### config.mk
export PLATFORM = sky130hd
export DESIGN_NAME = dfsr_seq
export DESIGN_NICKNAME = d
export VERILOG_FILES = /design/src/dfsr_pkg.sv /design/src/dfsr_unlock_if.sv /design/src/dfsr_unlock.sv /design/src/dfsr_seq.sv
export SDC_FILE = /design/constraint.sdc
export NUM_CORES = 1
export LEC_CHECK = 0
export BUFFER_PORTS_ARGS = -buffer_cell sky130_fd_sc_hd__buf_2
export CORE_MARGIN = 3
export CORE_UTILIZATION = 40
export CTS_CLUSTER_SIZE = 28
export DETAILED_ROUTE_END_ITERATION = 10
export PLACE_DENSITY = 0.66
export SYNTH_ARGS = -nofsm -noshare
export SYNTH_HDL_FRONTEND = slang
export SYNTH_SLANG_ARGS = --single-unit
### constraint.sdc
create_clock -name ref_clk -period 2.6 [get_ports ref_clk]
set_input_delay 0.13 -clock ref_clk [delete_from_list [all_inputs] [get_ports ref_clk]]
set_output_delay 0.13 -clock ref_clk [all_outputs]
set_load 0.01 [all_outputs]
### src/dfsr_pkg.sv
// dfsr_pkg: register offsets, field positions, reset values and key codes
// for the data flash self-rewrite sequencer.
// assumes a 16-bit byte-addressed special function register bus.
package dfsr_pkg;

    // register byte addresses on the special function register bus
    localparam logic [15:0] OFF_PROG_ADDR_LOW = 16'hF0E0;
    localparam logic [15:0] OFF_PROG_ADDR_HIGH = 16'hF0E1;
    localparam logic [15:0] OFF_WRITE_DATA_LOW = 16'hF0E2;
    localparam logic [15:0] OFF_WRITE_DATA_HIGH = 16'hF0E3;
    localparam logic [15:0] OFF_ERASE_COMMAND = 16'hF0E4;
    localparam logic [15:0] OFF_UNLOCK_KEY = 16'hF0E5;
    localparam logic [15:0] OFF_SEGMENT_SELECT = 16'hF0E6;
    localparam logic [15:0] OFF_SELF_WRITE_ENABLE = 16'hF0E7;
    localparam logic [15:0] OFF_WRITE_PROTECT = 16'hF0E8;
    localparam logic [15:0] OFF_ERASE_STATE = 16'hF0EA;

    // every register comes out of reset as zero
    localparam logic [7:0] RST_BYTE = 8'h00;

    // field positions
    localparam int BLOCK_ERASE_START_BIT = 0;
    localparam int SECTOR_ERASE_START_BIT = 1;
    localparam int SELF_REWRITE_ON_BIT = 0;
    localparam int ERASING_BIT = 0;
    localparam int SECTOR_LSB = 1;
    localparam int SECTOR_MSB = 2;

    // address low bit 0 is tied to zero so word addresses stay even
    localparam logic [7:0] ADDR_LOW_MASK = 8'hFE;

    // only segment code 100b selects the data flash
    localparam logic [2:0] SEG_DATA_FLASH = 3'h4;

    // two-step unlock sequence
    localparam logic [7:0] KEY_FIRST = 8'hFA;
    localparam logic [7:0] KEY_SECOND = 8'hF5;

    // latched erase command encodings
    localparam logic [1:0] CMD_NONE = 2'h0;
    localparam logic [1:0] CMD_BLOCK = 2'h1;
    localparam logic [1:0] CMD_SECTOR = 2'h2;

endpackage

### src/dfsr_unlock_if.sv
// dfsr_unlock_if: carries key writes and the unlock grant between the
// sequencer and its key acceptor.
// assumes both ends run on the same clock.
`timescale 1ns/100ps
interface dfsr_unlock_if;
    logic key_wr;
    logic [7:0] key_data;
    logic consume;
    logic unlocked;

    modport seq (output key_wr, output key_data, output consume, input unlocked);
    modport acc (input key_wr, input key_data, input consume, output unlocked);
endinterface

### src/dfsr_unlock.sv
// dfsr_unlock: two-step key acceptor granting one erase or word program.
// assumes key_wr is a one-cycle pulse from the register decode and that
// consume pulses in the cycle an operation is launched.
`timescale 1ns/100ps
module dfsr_unlock (
    input wire logic ref_clk,
    input wire logic rst_b,
    dfsr_unlock_if.acc unl
);
    import dfsr_pkg::*;

    typedef struct packed {
        logic armed;
        logic unlocked;
    } dfsr_unl_s;

    dfsr_unl_s st;
    dfsr_unl_s next_st;

    // first key arms, second key grants, any value other than the two keys disarms
    always_comb begin
        next_st = st;
        if (unl.consume) begin
            next_st.unlocked = 1'b0; // grant is one-shot
        end
        if (unl.key_wr) begin
            if (st.armed && unl.key_data == KEY_SECOND) begin
                next_st.unlocked = 1'b1;
                next_st.armed = 1'b0;
            end else if (unl.key_data == KEY_FIRST) begin
                next_st.armed = 1'b1;
            end else begin
                next_st.armed = 1'b0; // wrong value cancels the pending first key
            end
        end
    end

    // state register
    always_ff @(posedge ref_clk or negedge rst_b) begin
        if (!rst_b) begin
            st <= '0;
        end else begin
            st <= next_st;
        end
    end

    assign unl.unlocked = st.unlocked;

endmodule

### src/dfsr_seq.sv
// dfsr_seq: data flash self-rewrite sequencer, registers and flash handshake.
// assumes a same-clock special function register bus with one-cycle
// read/write strobes and a flash array that pulses fl_done once per request.
//
// Contract
// - sector erase clears one 512-byte sector out of four.
// - block erase clears the whole 2 KB data flash at once.
// - programming writes exactly one 16-bit word per operation.
// - the processor keeps running while an erase is in progress.
// - each finished erase or program raises a completion interrupt pulse.
// - registers sit at F0E0h..F0E8h and F0EAh, all resetting to 00h.
// - address low bit 0 always reads zero and ignores writes.
// - address low gives program low address; address high gives upper address.
// - data bytes form the program word; writing the high byte starts programming.
// - the processor is halted while a word program runs.
// - interrupts are held pending during a word program; peripherals run.
// - control bit 0 starts block erase and clears itself on completion.
// - control bit 1 starts sector erase and clears itself on completion.
// - erase command 01 and 11 mean block, 10 sector, 00 nothing.
// - the erase control register is write-only and reads as zero.
// - address low and data low accept byte and 16-bit word access.
// - only the key pair FAh then F5h allows one operation.
// - the self-rewrite function works only while its enable bit is one.
// - protect bits stick until reset and block their sector and block erase.
`timescale 1ns/100ps
module dfsr_seq (
    input wire logic ref_clk,
    input wire logic rst_b,
    input wire logic [15:0] sfr_addr,
    input wire logic sfr_wr,
    input wire logic sfr_rd,
    input wire logic sfr_word,
    input wire logic [15:0] sfr_wdata,
    output logic [15:0] sfr_rdata,
    input wire logic fl_done,
    output logic fl_erase_req,
    output logic fl_sector_sel,
    output logic fl_prog_req,
    output logic [15:0] fl_addr,
    output logic [15:0] fl_wdata,
    output logic cpu_stall,
    output logic irq_hold,
    output logic background_operation,
    output logic erase_program_done_irq
);
    import dfsr_pkg::*;

    typedef enum {DFSR_IDLE, DFSR_ERASE, DFSR_PROG} dfsr_state_e;

    typedef struct packed {
        dfsr_state_e state;
        logic [7:0] prog_addr_low;
        logic [7:0] prog_addr_high;
        logic [7:0] write_data_low;
        logic [7:0] write_data_high;
        logic [1:0] erase_command;
        logic [2:0] segment_select;
        logic self_rewrite_on;
        logic [3:0] write_protect;
        logic erasing;
        logic prog_busy;
        logic [15:0] rdata;
        logic erase_req;
        logic sector_sel;
        logic prog_req;
        logic [15:0] addr;
        logic [15:0] wdata;
        logic done_irq;
    } dfsr_seq_s;

    dfsr_seq_s st;
    dfsr_seq_s next_st;
    dfsr_unlock_if unl ();

    logic word_ok;
    logic [7:0] hi_lane;
    logic wr_al;
    logic wr_ah;
    logic wr_dl;
    logic wr_dh;
    logic wr_cmd;
    logic wr_key;
    logic wr_seg;
    logic wr_slf;
    logic wr_prt;
    logic start_ok;
    logic [1:0] sec_idx;

    dfsr_unlock u_unlock (
        .ref_clk(ref_clk),
        .rst_b(rst_b),
        .unl(unl)
    );

    // byte and word decode; a word access is honoured only at the two
    // even pair addresses, elsewhere it acts as a low-byte access
    assign word_ok = sfr_word && (sfr_addr == OFF_PROG_ADDR_LOW || sfr_addr == OFF_WRITE_DATA_LOW);
    assign hi_lane = word_ok ? sfr_wdata[15:8] : sfr_wdata[7:0];
    assign wr_al = sfr_wr && sfr_addr == OFF_PROG_ADDR_LOW;
    assign wr_ah = sfr_wr && (sfr_addr == OFF_PROG_ADDR_HIGH || (word_ok && sfr_addr == OFF_PROG_ADDR_LOW));
    assign wr_dl = sfr_wr && sfr_addr == OFF_WRITE_DATA_LOW;
    assign wr_dh = sfr_wr && (sfr_addr == OFF_WRITE_DATA_HIGH || (word_ok && sfr_addr == OFF_WRITE_DATA_LOW));
    assign wr_cmd = sfr_wr && sfr_addr == OFF_ERASE_COMMAND;
    assign wr_key = sfr_wr && sfr_addr == OFF_UNLOCK_KEY;
    assign wr_seg = sfr_wr && sfr_addr == OFF_SEGMENT_SELECT;
    assign wr_slf = sfr_wr && sfr_addr == OFF_SELF_WRITE_ENABLE;
    assign wr_prt = sfr_wr && sfr_addr == OFF_WRITE_PROTECT;

    // key writes go straight to the acceptor
    assign unl.key_wr = wr_key;
    assign unl.key_data = sfr_wdata[7:0];

    // a launch needs the grant, the enable, segment 4 and an idle engine
    assign start_ok = unl.unlocked && st.self_rewrite_on && st.segment_select == SEG_DATA_FLASH
        && st.state == DFSR_IDLE;
    assign sec_idx = st.prog_addr_high[SECTOR_MSB:SECTOR_LSB];
    assign unl.consume = st.erase_req || st.prog_req;

    // next-state logic: register writes, launches, completion, reads
    always_comb begin
        next_st = st;
        next_st.erase_req = 1'b0;
        next_st.prog_req = 1'b0;
        next_st.done_irq = 1'b0;
        if (wr_al) begin
            next_st.prog_addr_low = sfr_wdata[7:0] & ADDR_LOW_MASK;
        end
        if (wr_ah) begin
            next_st.prog_addr_high = hi_lane;
        end
        if (wr_dl) begin
            next_st.write_data_low = sfr_wdata[7:0];
        end
        if (wr_dh) begin
            next_st.write_data_high = hi_lane;
        end
        if (wr_seg) begin
            next_st.segment_select = sfr_wdata[2:0];
        end
        if (wr_slf) begin
            next_st.self_rewrite_on = sfr_wdata[SELF_REWRITE_ON_BIT];
        end
        if (wr_prt) begin
            next_st.write_protect = st.write_protect | sfr_wdata[3:0]; // ones stick until reset
        end
        // completion from the array ends whatever is running
        if (st.state != DFSR_IDLE && fl_done) begin
            next_st.state = DFSR_IDLE;
            next_st.erase_command = CMD_NONE; // self-clearing start bits
            next_st.erasing = 1'b0;
            next_st.prog_busy = 1'b0; // processor resumes
            next_st.done_irq = 1'b1;
        end
        // erase launch; bit 0 wins over bit 1 so 11 acts as block erase
        if (wr_cmd && (sfr_wdata[BLOCK_ERASE_START_BIT] || sfr_wdata[SECTOR_ERASE_START_BIT])) begin
            if (sfr_wdata[BLOCK_ERASE_START_BIT]) begin
                if (start_ok && st.write_protect == 4'h0) begin // any lock blocks block erase
                    next_st.state = DFSR_ERASE;
                    next_st.erase_command = CMD_BLOCK;
                    next_st.erasing = 1'b1; // cpu is not stalled
                    next_st.erase_req = 1'b1;
                    next_st.sector_sel = 1'b0;
                    next_st.addr = {st.prog_addr_high, 8'h00};
                end
            end else if (start_ok && !st.write_protect[sec_idx]) begin
                next_st.state = DFSR_ERASE;
                next_st.erase_command = CMD_SECTOR;
                next_st.erasing = 1'b1;
                next_st.erase_req = 1'b1;
                next_st.sector_sel = 1'b1;
                next_st.addr = {st.prog_addr_high, 8'h00};
            end
        end
        // word program launch on a high data byte write
        if (wr_dh && start_ok && !st.write_protect[sec_idx]) begin
            next_st.state = DFSR_PROG;
            next_st.prog_busy = 1'b1; // halts cpu and holds interrupts
            next_st.prog_req = 1'b1;
            next_st.addr = {st.prog_addr_high, st.prog_addr_low};
            next_st.wdata = {hi_lane, wr_dl ? sfr_wdata[7:0] : st.write_data_low};
        end
        // read mux; write-only registers and holes read zero
        if (sfr_rd) begin
            unique case (sfr_addr)
                OFF_PROG_ADDR_LOW: next_st.rdata = {word_ok ? st.prog_addr_high : 8'h00, st.prog_addr_low};
                OFF_PROG_ADDR_HIGH: next_st.rdata = {8'h00, st.prog_addr_high};
                OFF_WRITE_DATA_LOW: next_st.rdata = {word_ok ? st.write_data_high : 8'h00, st.write_data_low};
                OFF_WRITE_DATA_HIGH: next_st.rdata = {8'h00, st.write_data_high};
                OFF_SEGMENT_SELECT: next_st.rdata = {13'h0000, st.segment_select};
                OFF_SELF_WRITE_ENABLE: next_st.rdata = {15'h0000, st.self_rewrite_on};
                OFF_WRITE_PROTECT: next_st.rdata = {12'h000, st.write_protect};
                OFF_ERASE_STATE: next_st.rdata = {15'h0000, st.erasing};
                default: next_st.rdata = 16'h0000; // command and key are write-only
            endcase
        end
    end

    // all state in one register; every field resets to zero
    always_ff @(posedge ref_clk or negedge rst_b) begin
        if (!rst_b) begin
            st <= '{state: DFSR_IDLE, prog_addr_low: RST_BYTE, prog_addr_high: RST_BYTE,
                    write_data_low: RST_BYTE, write_data_high: RST_BYTE, erase_command: CMD_NONE,
                    segment_select: 3'h0, self_rewrite_on: 1'b0, write_protect: 4'h0,
                    erasing: 1'b0, prog_busy: 1'b0, rdata: 16'h0000, erase_req: 1'b0,
                    sector_sel: 1'b0, prog_req: 1'b0, addr: 16'h0000, wdata: 16'h0000,
                    done_irq: 1'b0};
        end else begin
            st <= next_st;
        end
    end

    // outputs straight from the state register
    assign sfr_rdata = st.rdata;
    assign fl_erase_req = st.erase_req;
    assign fl_sector_sel = st.sector_sel;
    assign fl_prog_req = st.prog_req;
    assign fl_addr = st.addr;
    assign fl_wdata = st.wdata;
    assign cpu_stall = st.prog_busy;
    assign irq_hold = st.prog_busy; // peripherals keep running, only servicing waits
    assign background_operation = st.erasing;
    assign erase_program_done_irq = st.done_irq;

    // checks on the sequencer's own outputs and state register fields
    property p_addr_low_even;
        @(posedge ref_clk) disable iff (!rst_b)
        sfr_rd && sfr_addr == OFF_PROG_ADDR_LOW |=> sfr_rdata[0] == 1'b0;
    endproperty
    a_addr_low_even: assert property (p_addr_low_even) else $error("address low bit 0 read as one");

    property p_cmd_reads_zero;
        @(posedge ref_clk) disable iff (!rst_b)
        sfr_rd && (sfr_addr == OFF_ERASE_COMMAND || sfr_addr == OFF_UNLOCK_KEY) |=> sfr_rdata == 16'h0000;
    endproperty
    a_cmd_reads_zero: assert property (p_cmd_reads_zero) else $error("write-only register read nonzero");

    property p_prog_stalls;
        @(posedge ref_clk) disable iff (!rst_b)
        fl_prog_req |-> cpu_stall && irq_hold && !background_operation;
    endproperty
    a_prog_stalls: assert property (p_prog_stalls) else $error("program launched without stall");

    property p_erase_no_stall;
        @(posedge ref_clk) disable iff (!rst_b)
        background_operation |-> !cpu_stall;
    endproperty
    a_erase_no_stall: assert property (p_erase_no_stall) else $error("cpu stalled during erase");

    property p_done_pulse;
        @(posedge ref_clk) disable iff (!rst_b)
        st.state != DFSR_IDLE && fl_done |=> erase_program_done_irq && !cpu_stall && !background_operation;
    endproperty
    a_done_pulse: assert property (p_done_pulse) else $error("completion did not raise interrupt");

    property p_protect_sticky;
        @(posedge ref_clk) disable iff (!rst_b)
        ##1 (st.write_protect & $past(st.write_protect)) == $past(st.write_protect);
    endproperty
    a_protect_sticky: assert property (p_protect_sticky) else $error("protect bit cleared");

    property p_block_needs_no_lock;
        @(posedge ref_clk) disable iff (!rst_b)
        fl_erase_req && !fl_sector_sel |-> $past(st.write_protect) == 4'h0;
    endproperty
    a_block_needs_no_lock: assert property (p_block_needs_no_lock) else $error("block erase while locked");

    property p_busy_ignores;
        @(posedge ref_clk) disable iff (!rst_b)
        st.state != DFSR_IDLE |=> !fl_erase_req && !fl_prog_req;
    endproperty
    a_busy_ignores: assert property (p_busy_ignores) else $error("launch while busy");

    property p_launch_guarded;
        @(posedge ref_clk) disable iff (!rst_b)
        fl_erase_req || fl_prog_req |-> $past(unl.unlocked) && $past(st.self_rewrite_on)
            && $past(st.segment_select) == SEG_DATA_FLASH ##1 !unl.unlocked;
    endproperty
    a_launch_guarded: assert property (p_launch_guarded) else $error("launch without unlock or enable");

    property p_prog_word;
        @(posedge ref_clk) disable iff (!rst_b)
        fl_prog_req |-> fl_wdata == {st.write_data_high, st.write_data_low} && fl_addr[0] == 1'b0;
    endproperty
    a_prog_word: assert property (p_prog_word) else $error("program word mismatch");

    property p_cmd_autoclear;
        @(posedge ref_clk) disable iff (!rst_b)
        st.erase_command != CMD_NONE && fl_done |=> st.erase_command == CMD_NONE;
    endproperty
    a_cmd_autoclear: assert property (p_cmd_autoclear) else $error("erase bit did not clear");

    property p_erase_addr;
        @(posedge ref_clk) disable iff (!rst_b)
        fl_erase_req |-> fl_addr == {$past(st.prog_addr_high), 8'h00};
    endproperty
    a_erase_addr: assert property (p_erase_addr) else $error("erase address wrong");

    property p_prog_addr;
        @(posedge ref_clk) disable iff (!rst_b)
        fl_prog_req |-> fl_addr == {$past(st.prog_addr_high), $past(st.prog_addr_low)};
    endproperty
    a_prog_addr: assert property (p_prog_addr) else $error("program address wrong");

    property p_self_off;
        @(posedge ref_clk) disable iff (!rst_b)
        !st.self_rewrite_on |=> !fl_erase_req && !fl_prog_req;
    endproperty
    a_self_off: assert property (p_self_off) else $error("launch with self-rewrite off");

    property p_bad_segment;
        @(posedge ref_clk) disable iff (!rst_b)
        st.segment_select != SEG_DATA_FLASH |=> !fl_erase_req && !fl_prog_req;
    endproperty
    a_bad_segment: assert property (p_bad_segment) else $error("launch with invalid segment");

    property p_lock_blocks;
        @(posedge ref_clk) disable iff (!rst_b)
        fl_prog_req || (fl_erase_req && fl_sector_sel) |-> ($past(st.write_protect) & (4'h1 << $past(sec_idx))) == 4'h0;
    endproperty
    a_lock_blocks: assert property (p_lock_blocks) else $error("locked sector touched");

    property p_status_read;
        @(posedge ref_clk) disable iff (!rst_b)
        sfr_rd && sfr_addr == OFF_ERASE_STATE |=> sfr_rdata == {15'h0000, $past(background_operation)};
    endproperty
    a_status_read: assert property (p_status_read) else $error("status read wrong");

    property p_sector_kind;
        @(posedge ref_clk) disable iff (!rst_b)
        fl_erase_req |-> fl_sector_sel == (st.erase_command == CMD_SECTOR);
    endproperty
    a_sector_kind: assert property (p_sector_kind) else $error("erase kind mismatch");

    // main scenarios
    c_block_erase: cover property (@(posedge ref_clk) disable iff (!rst_b) fl_erase_req && !fl_sector_sel);
    c_sector_erase: cover property (@(posedge ref_clk) disable iff (!rst_b) fl_erase_req && fl_sector_sel);
    c_word_prog: cover property (@(posedge ref_clk) disable iff (!rst_b) fl_prog_req);
    c_done: cover property (@(posedge ref_clk) disable iff (!rst_b) erase_program_done_irq);
    c_busy_start: cover property (@(posedge ref_clk) disable iff (!rst_b) background_operation && wr_dh);

endmodule

Yosys cells after proc, flatten, opt, wreduce, memory -nomap -nowiden
Cells that the tools add are included. W data, S select, Z words.

Word-level logic and storage cells: 107. Bits in registers: 127. Output and inout port bits: 55.

Bitwise logic cells: 1. Magnitude comparators: 1. Eq/ne operators: 15. Muxes and demuxes: 34. Reduce and logical (&&, ||, !) cells: 37.

Operators with widths (count): $mux W32 (6); $eq A16 B16 Y1 const B (10); $pmux W16 S8 (1); $mux W16 (4); $mux W33 (1); $logic_not A32 Y1 (1); $mux W8 (4); $reduce_bool A32 Y1 (1); $logic_and A1 B1 Y1 (22); $eq A8 B8 Y1 const B (2); $mux W1 (12); $mux W2 (5); $reduce_and A3 Y1 (2); $reduce_bool A2 Y1 (3); $logic_or A1 B1 Y1 (5); $logic_not A4 Y1 (1); $or A4 B4 Y4 (1); $eq A3 B3 Y1 const B (1); $lt A2 B3 Y1 const B (1); $ne A3 B1 Y1 const B (1); $reduce_bool A3 Y1 (1); $bmux W1 S2 (1); $ne A2 B1 Y1 const B (1); $logic_not A1 Y1 (1).

Logic depth before layout (Yosys ltp)
Word-level depth: 10. Mapped depth: 7. Mapped depth without buffers: 5.

By module
From an unflattened synthesis, not the netlist that was laid out.

Cells, all modules: 487. Area total of the unflattened synthesis: 5791.8 um2.

Modules (own cells, without submodules): dfsr_seq (area each 5675.4 um2, times used 1, seq. area each 3103.0 um2, cells an instance 477); dfsr_unlock (area each 116.4 um2, times used 1, seq. area each 50.0 um2, cells an instance 10).

Worst setup path before layout
No wires, ideal clock.

Path kind: input port to flip-flop. Start: input sfr_addr[9]. End: register st, in the netlist fl_wdata[6]. Stages: 7. Library setup time: 125 ps. Data required time: 2475 ps. Path buffers: 2. Setup slack: 350 ps. Arrival: 2125 ps. Cells stage by stage: or4_4 > nor4_4 > o2111ai_4 > nor3b_2 > buf_4 > buf_8 > mux2_4.

Longest elaborated chain between the ends: 8. Elaborated cells between the ends (all ways): 12. Classes of those cells: eq/ne (3); mux (1); reduce/logical (8).

Ends and longest elaborated chain: start, declared (line dfsr_seq.sv:29) `input wire logic [15:0] sfr_addr,`; $eq A16 B16 Y1, on equally long branches (line dfsr_seq.sv:97, dfsr_seq.sv:101, dfsr_seq.sv:102); $logic_or A1 B1 Y1 (line dfsr_seq.sv:97) `assign word_ok = sfr_word && (sfr_addr == OFF_PROG_ADDR_LOW || sfr_addr == OFF_WRITE_DATA_LOW);`; $logic_and A1 B1 Y1 (line dfsr_seq.sv:97); $logic_and A1 B1 Y1 (line dfsr_seq.sv:102) `assign wr_dh = sfr_wr && (sfr_addr == OFF_WRITE_DATA_HIGH || (word_ok && sfr_addr == OFF_WRITE_DATA_LOW));`; $logic_or A1 B1 Y1 (line dfsr_seq.sv:102); $logic_and A1 B1 Y1 (line dfsr_seq.sv:102); $logic_and A1 B1 Y1 (2 in a row) (line dfsr_seq.sv:175) `if (wr_dh && start_ok && !st.write_protect[sec_idx]) begin`; end signal, assigned (line dfsr_seq.sv:201) `st <= '{state: DFSR_IDLE, prog_addr_low: RST_BYTE, prog_addr_high: RST_BYTE,`; end signal, assigned (line dfsr_seq.sv:208) `st <= next_st;`; end, declared (line dfsr_seq.sv:71) `dfsr_seq_s st;`.

Parallel ways exist; a longest one is shown, timed or not. A chain may end at the register's enable or synchronous reset.

Worst setup path in the final report
Start: register st[105] (netlist bit). End: register st, in the netlist fl_wdata[5].

Longest elaborated chain between the ends: 4.

Ends and longest elaborated chain: $logic_not A32 Y1 (line dfsr_seq.sv:115) `&& st.state == DFSR_IDLE;`; $logic_and A1 B1 Y1 (line dfsr_seq.sv:115); $logic_and A1 B1 Y1 (2 in a row) (line dfsr_seq.sv:175).

Every way passes these cells.

==> impl_metrics.toml <==
[status]
status = "completed"

[logic_synthesis]
seq_area_frac_synth = 0.556
synth_area_mm2 = 0.00567
ys.flop_type = "dfrtp_1"
synth_area_leader_cell = "dfrtp_1"
postSynthCellCount = 477
synth_nets = 515
synthArstFlopShare = 1.00
ys_ff_latch = 126
yosysUniqueCellTypes = 57
synthTopCellsByArea = "dfrtp_1 56%, mux2_2 6.8%, buf_4 6.6%"
syn_area_per_cell_um2 = 11.9
synth-edff-count = 0
synth_top_area_share = 0.556
synth_warnings = 0

[timing]
post-route-period-util = 0.872
totalNegativeSetupSlack_ps = 0
finalMaxSlewViolations = 0
worst_pin_slew_ps = 663
rsz0062_at_grt = "false"
finalClockSkew_ps = 10.4
finalCriticalPeriod_ps = 2270
fmax_mhz = 441
hold_violations = 0
finalSetupViolations = 0
slew_headroom = 0.558

[cells_and_area]
syn_to_final_growth_pct = 16.8
fin_nets = 570
num-fill-cells = 1205
utilization = 0.488
seqCellArea_mm2 = 0.00315
insertedDiodeCount = 0
layout-drive-gt1-share = 0.332
multiInputGateArea_mm2 = 0.00198

[die]
io_pins = 93
die_h_um = 125
rows = 42
core_area_mm2 = 0.0136
initial_utilization = 0.418
die-width_um = 125
fp.dieArea_mm2 = 0.0156

[placement]
gp_congestion = 0.861
hpwl_um = 9010
io_buffers = 91

[min_path]
whs_path_depth = 2
whs_endpoint = "st[94]"
hold_class = "input port to flop"
min-delay-start = "sfr_wdata[6]"

[global_route]
grt_use_total = 0.171
grt_pass1_wl_um = 21000
antenna_found_initial = 1
gr-total-overflow = 0
grt_max_degree = 127
first_global_vias = 3879

[cts]
clkLatencyLatePin_ps = 410
clockBufferDepth = 2
htreeDepth = 4
clock-sinks = 126
cts_made_buffers = 17
cts_tree = "yes"
path_clk_slew_ps = 60
postCtsSetupBuffers = 0
cts-root-buf = "clkbuf_16"

[routing]
remaining_drc_errors = 0
dr.pass1.iters = 4
vias = 3791
viasPerCell = 5.26
routedWlPerCell_um = 17.7
antenna_left = 0
drt_iter0_drc = 279
wl_um = 12800

[critical_path]
critical_path_class = "flop to flop"
cp.arrival_ps = 2560
r2r_cells = 6
reg2reg_slack_ps = 330
end_kind = "flop"
critPathMaxFanout = 26
start_kind = "flop"
worstReg2RegStart = "st[105]"
r2r_end = "fl_wdata[5]"
critPathRequiredTime_ps = 2900
cp-startpoint = "st[105]"

[pwr]
powerDensity_mw_per_mm2 = 678
peakVddDrop_mv = 0.444
leakage_uw = 0.00343

[flow_run]
cap_violations = 0
cell type report:
class                      instances  area share
clock inverter                    13      0.0249
clock buffer                      19      0.0654
timing repair buffer             106      0.0903
inverter                          20      0.0113
multi-input combinational        261       0.299
sequential                       126       0.476
tap                              176      0.0333
placed cells by master, fill, tap and decap left out, types with 9 or more instances in the layout:
cell type,instances
o21ai_0,22
buf_2,90
nand2_1,28
nor4_1,11
mux2_2,34
inv_1,19
and2_1,33
nor2b_1,9
dfrtp_1,126
clkbuf_16,17
buf_4,13
mux2i_1,26
power by group:
part           switching (uW)  internal, uW  leakage [uW]
sequential              0.200          1960       0.00171
clock                     865          1510      0.000280
combinational             108          43.5       0.00145
logic make-up (layout without fill, tap and decap cells):
family / Yosys count / in the layout / synth area share
muxes: 63 / 63 / 0.123
and+or+nand+nor: 121 / 121 / 0.126
AOI/OAI and AO/OA: 76 / 76 / 0.0980
other: 1 / 1 / 0.000661
buffers and inverters: 90 / 158 / 0.0962
DFF: 126 / 126 / 0.556
worst max-delay path by stage:
stage	endpoint	slack, ps
finish	fl_wdata[5]	330
global placement	fl_wdata[4]	300
global route	fl_wdata[5]	170
CTS	fl_wdata[3]	270
floorplan	fl_wdata[6]	350
detailed placement	fl_wdata[3]	260
cell usage after synthesis (2+ instances only):
cell,instances
mux2_4,2
and2_1,33
nor3_1,4
a21oi_1,5
o2111ai_1,2
nand3b_1,4
o2bb2ai_1,8
dfrtp_1,126
buf_4,50
a21o_1,7
a32o_1,2
a211oi_1,5
a32oi_1,3
o22ai_1,3
mux2i_1,26
o21ai_0,22
a22o_1,7
nand4_1,5
nor4_1,11
o21ai_1,2
nand3_1,8
nor2_1,5
nand2b_1,2
buf_1,4
clkbuf_1,13
inv_1,19
nor2b_1,9
nand2_1,28
mux2_2,34
sequential cells by signal (all words and copies together), names as in the netlist:
name	flops
u_unlock.st	1
fl_wdata	16
fl_prog_req	1
fl_sector_sel	1
u_unlock.unl.unlocked	1
sec_idx	2
fl_erase_req	1
cpu_stall	1
background_operation	1
fl_addr	15
st	69
sfr_rdata	16
erase_program_done_irq	1
metrics by stage:
stage | std cells | setup WS, ps | hold WS (ps) | total power [uW] | instance area [um2]
floorplan | 477 | 350 | -166 | 2050 | 5670
global placement | 688 | 300 | 276 | 2150 | 6010
detailed placement | 688 | 261 | 291 | 2150 | 6010
CTS | 721 | 273 | 2.87 | 4530 | 6620
global route | 721 | 171 | 4.70 | 4640 | 6620
finish | 721 | 332 | 15.8 | 4490 | 6620
critical path: stages, from the launching register on:
cell and delay (ps):
dfrtp_1 380, nor4_1 370, nand4_1 260, nor3_1 300
nor3b_4 270, buf_12 210, mux2_2 350
metal layers:
layer	up-vias	routed length, um	GRT usage
li1	1747	-	-
met3	13	875	0.0580
met5	-	7	0
met2	142	5600	0.246
met4	2	130	0.0478
met1	1887	6180	0.248
repair_timing:
item,4_1_cts,5_1_grt
hold buffers,1,0
hold endpoints to repair,126,0
endpoints found under the setup margin,0,0
gates resized for setup,0,0
Power figures use the tool's default switching activity.
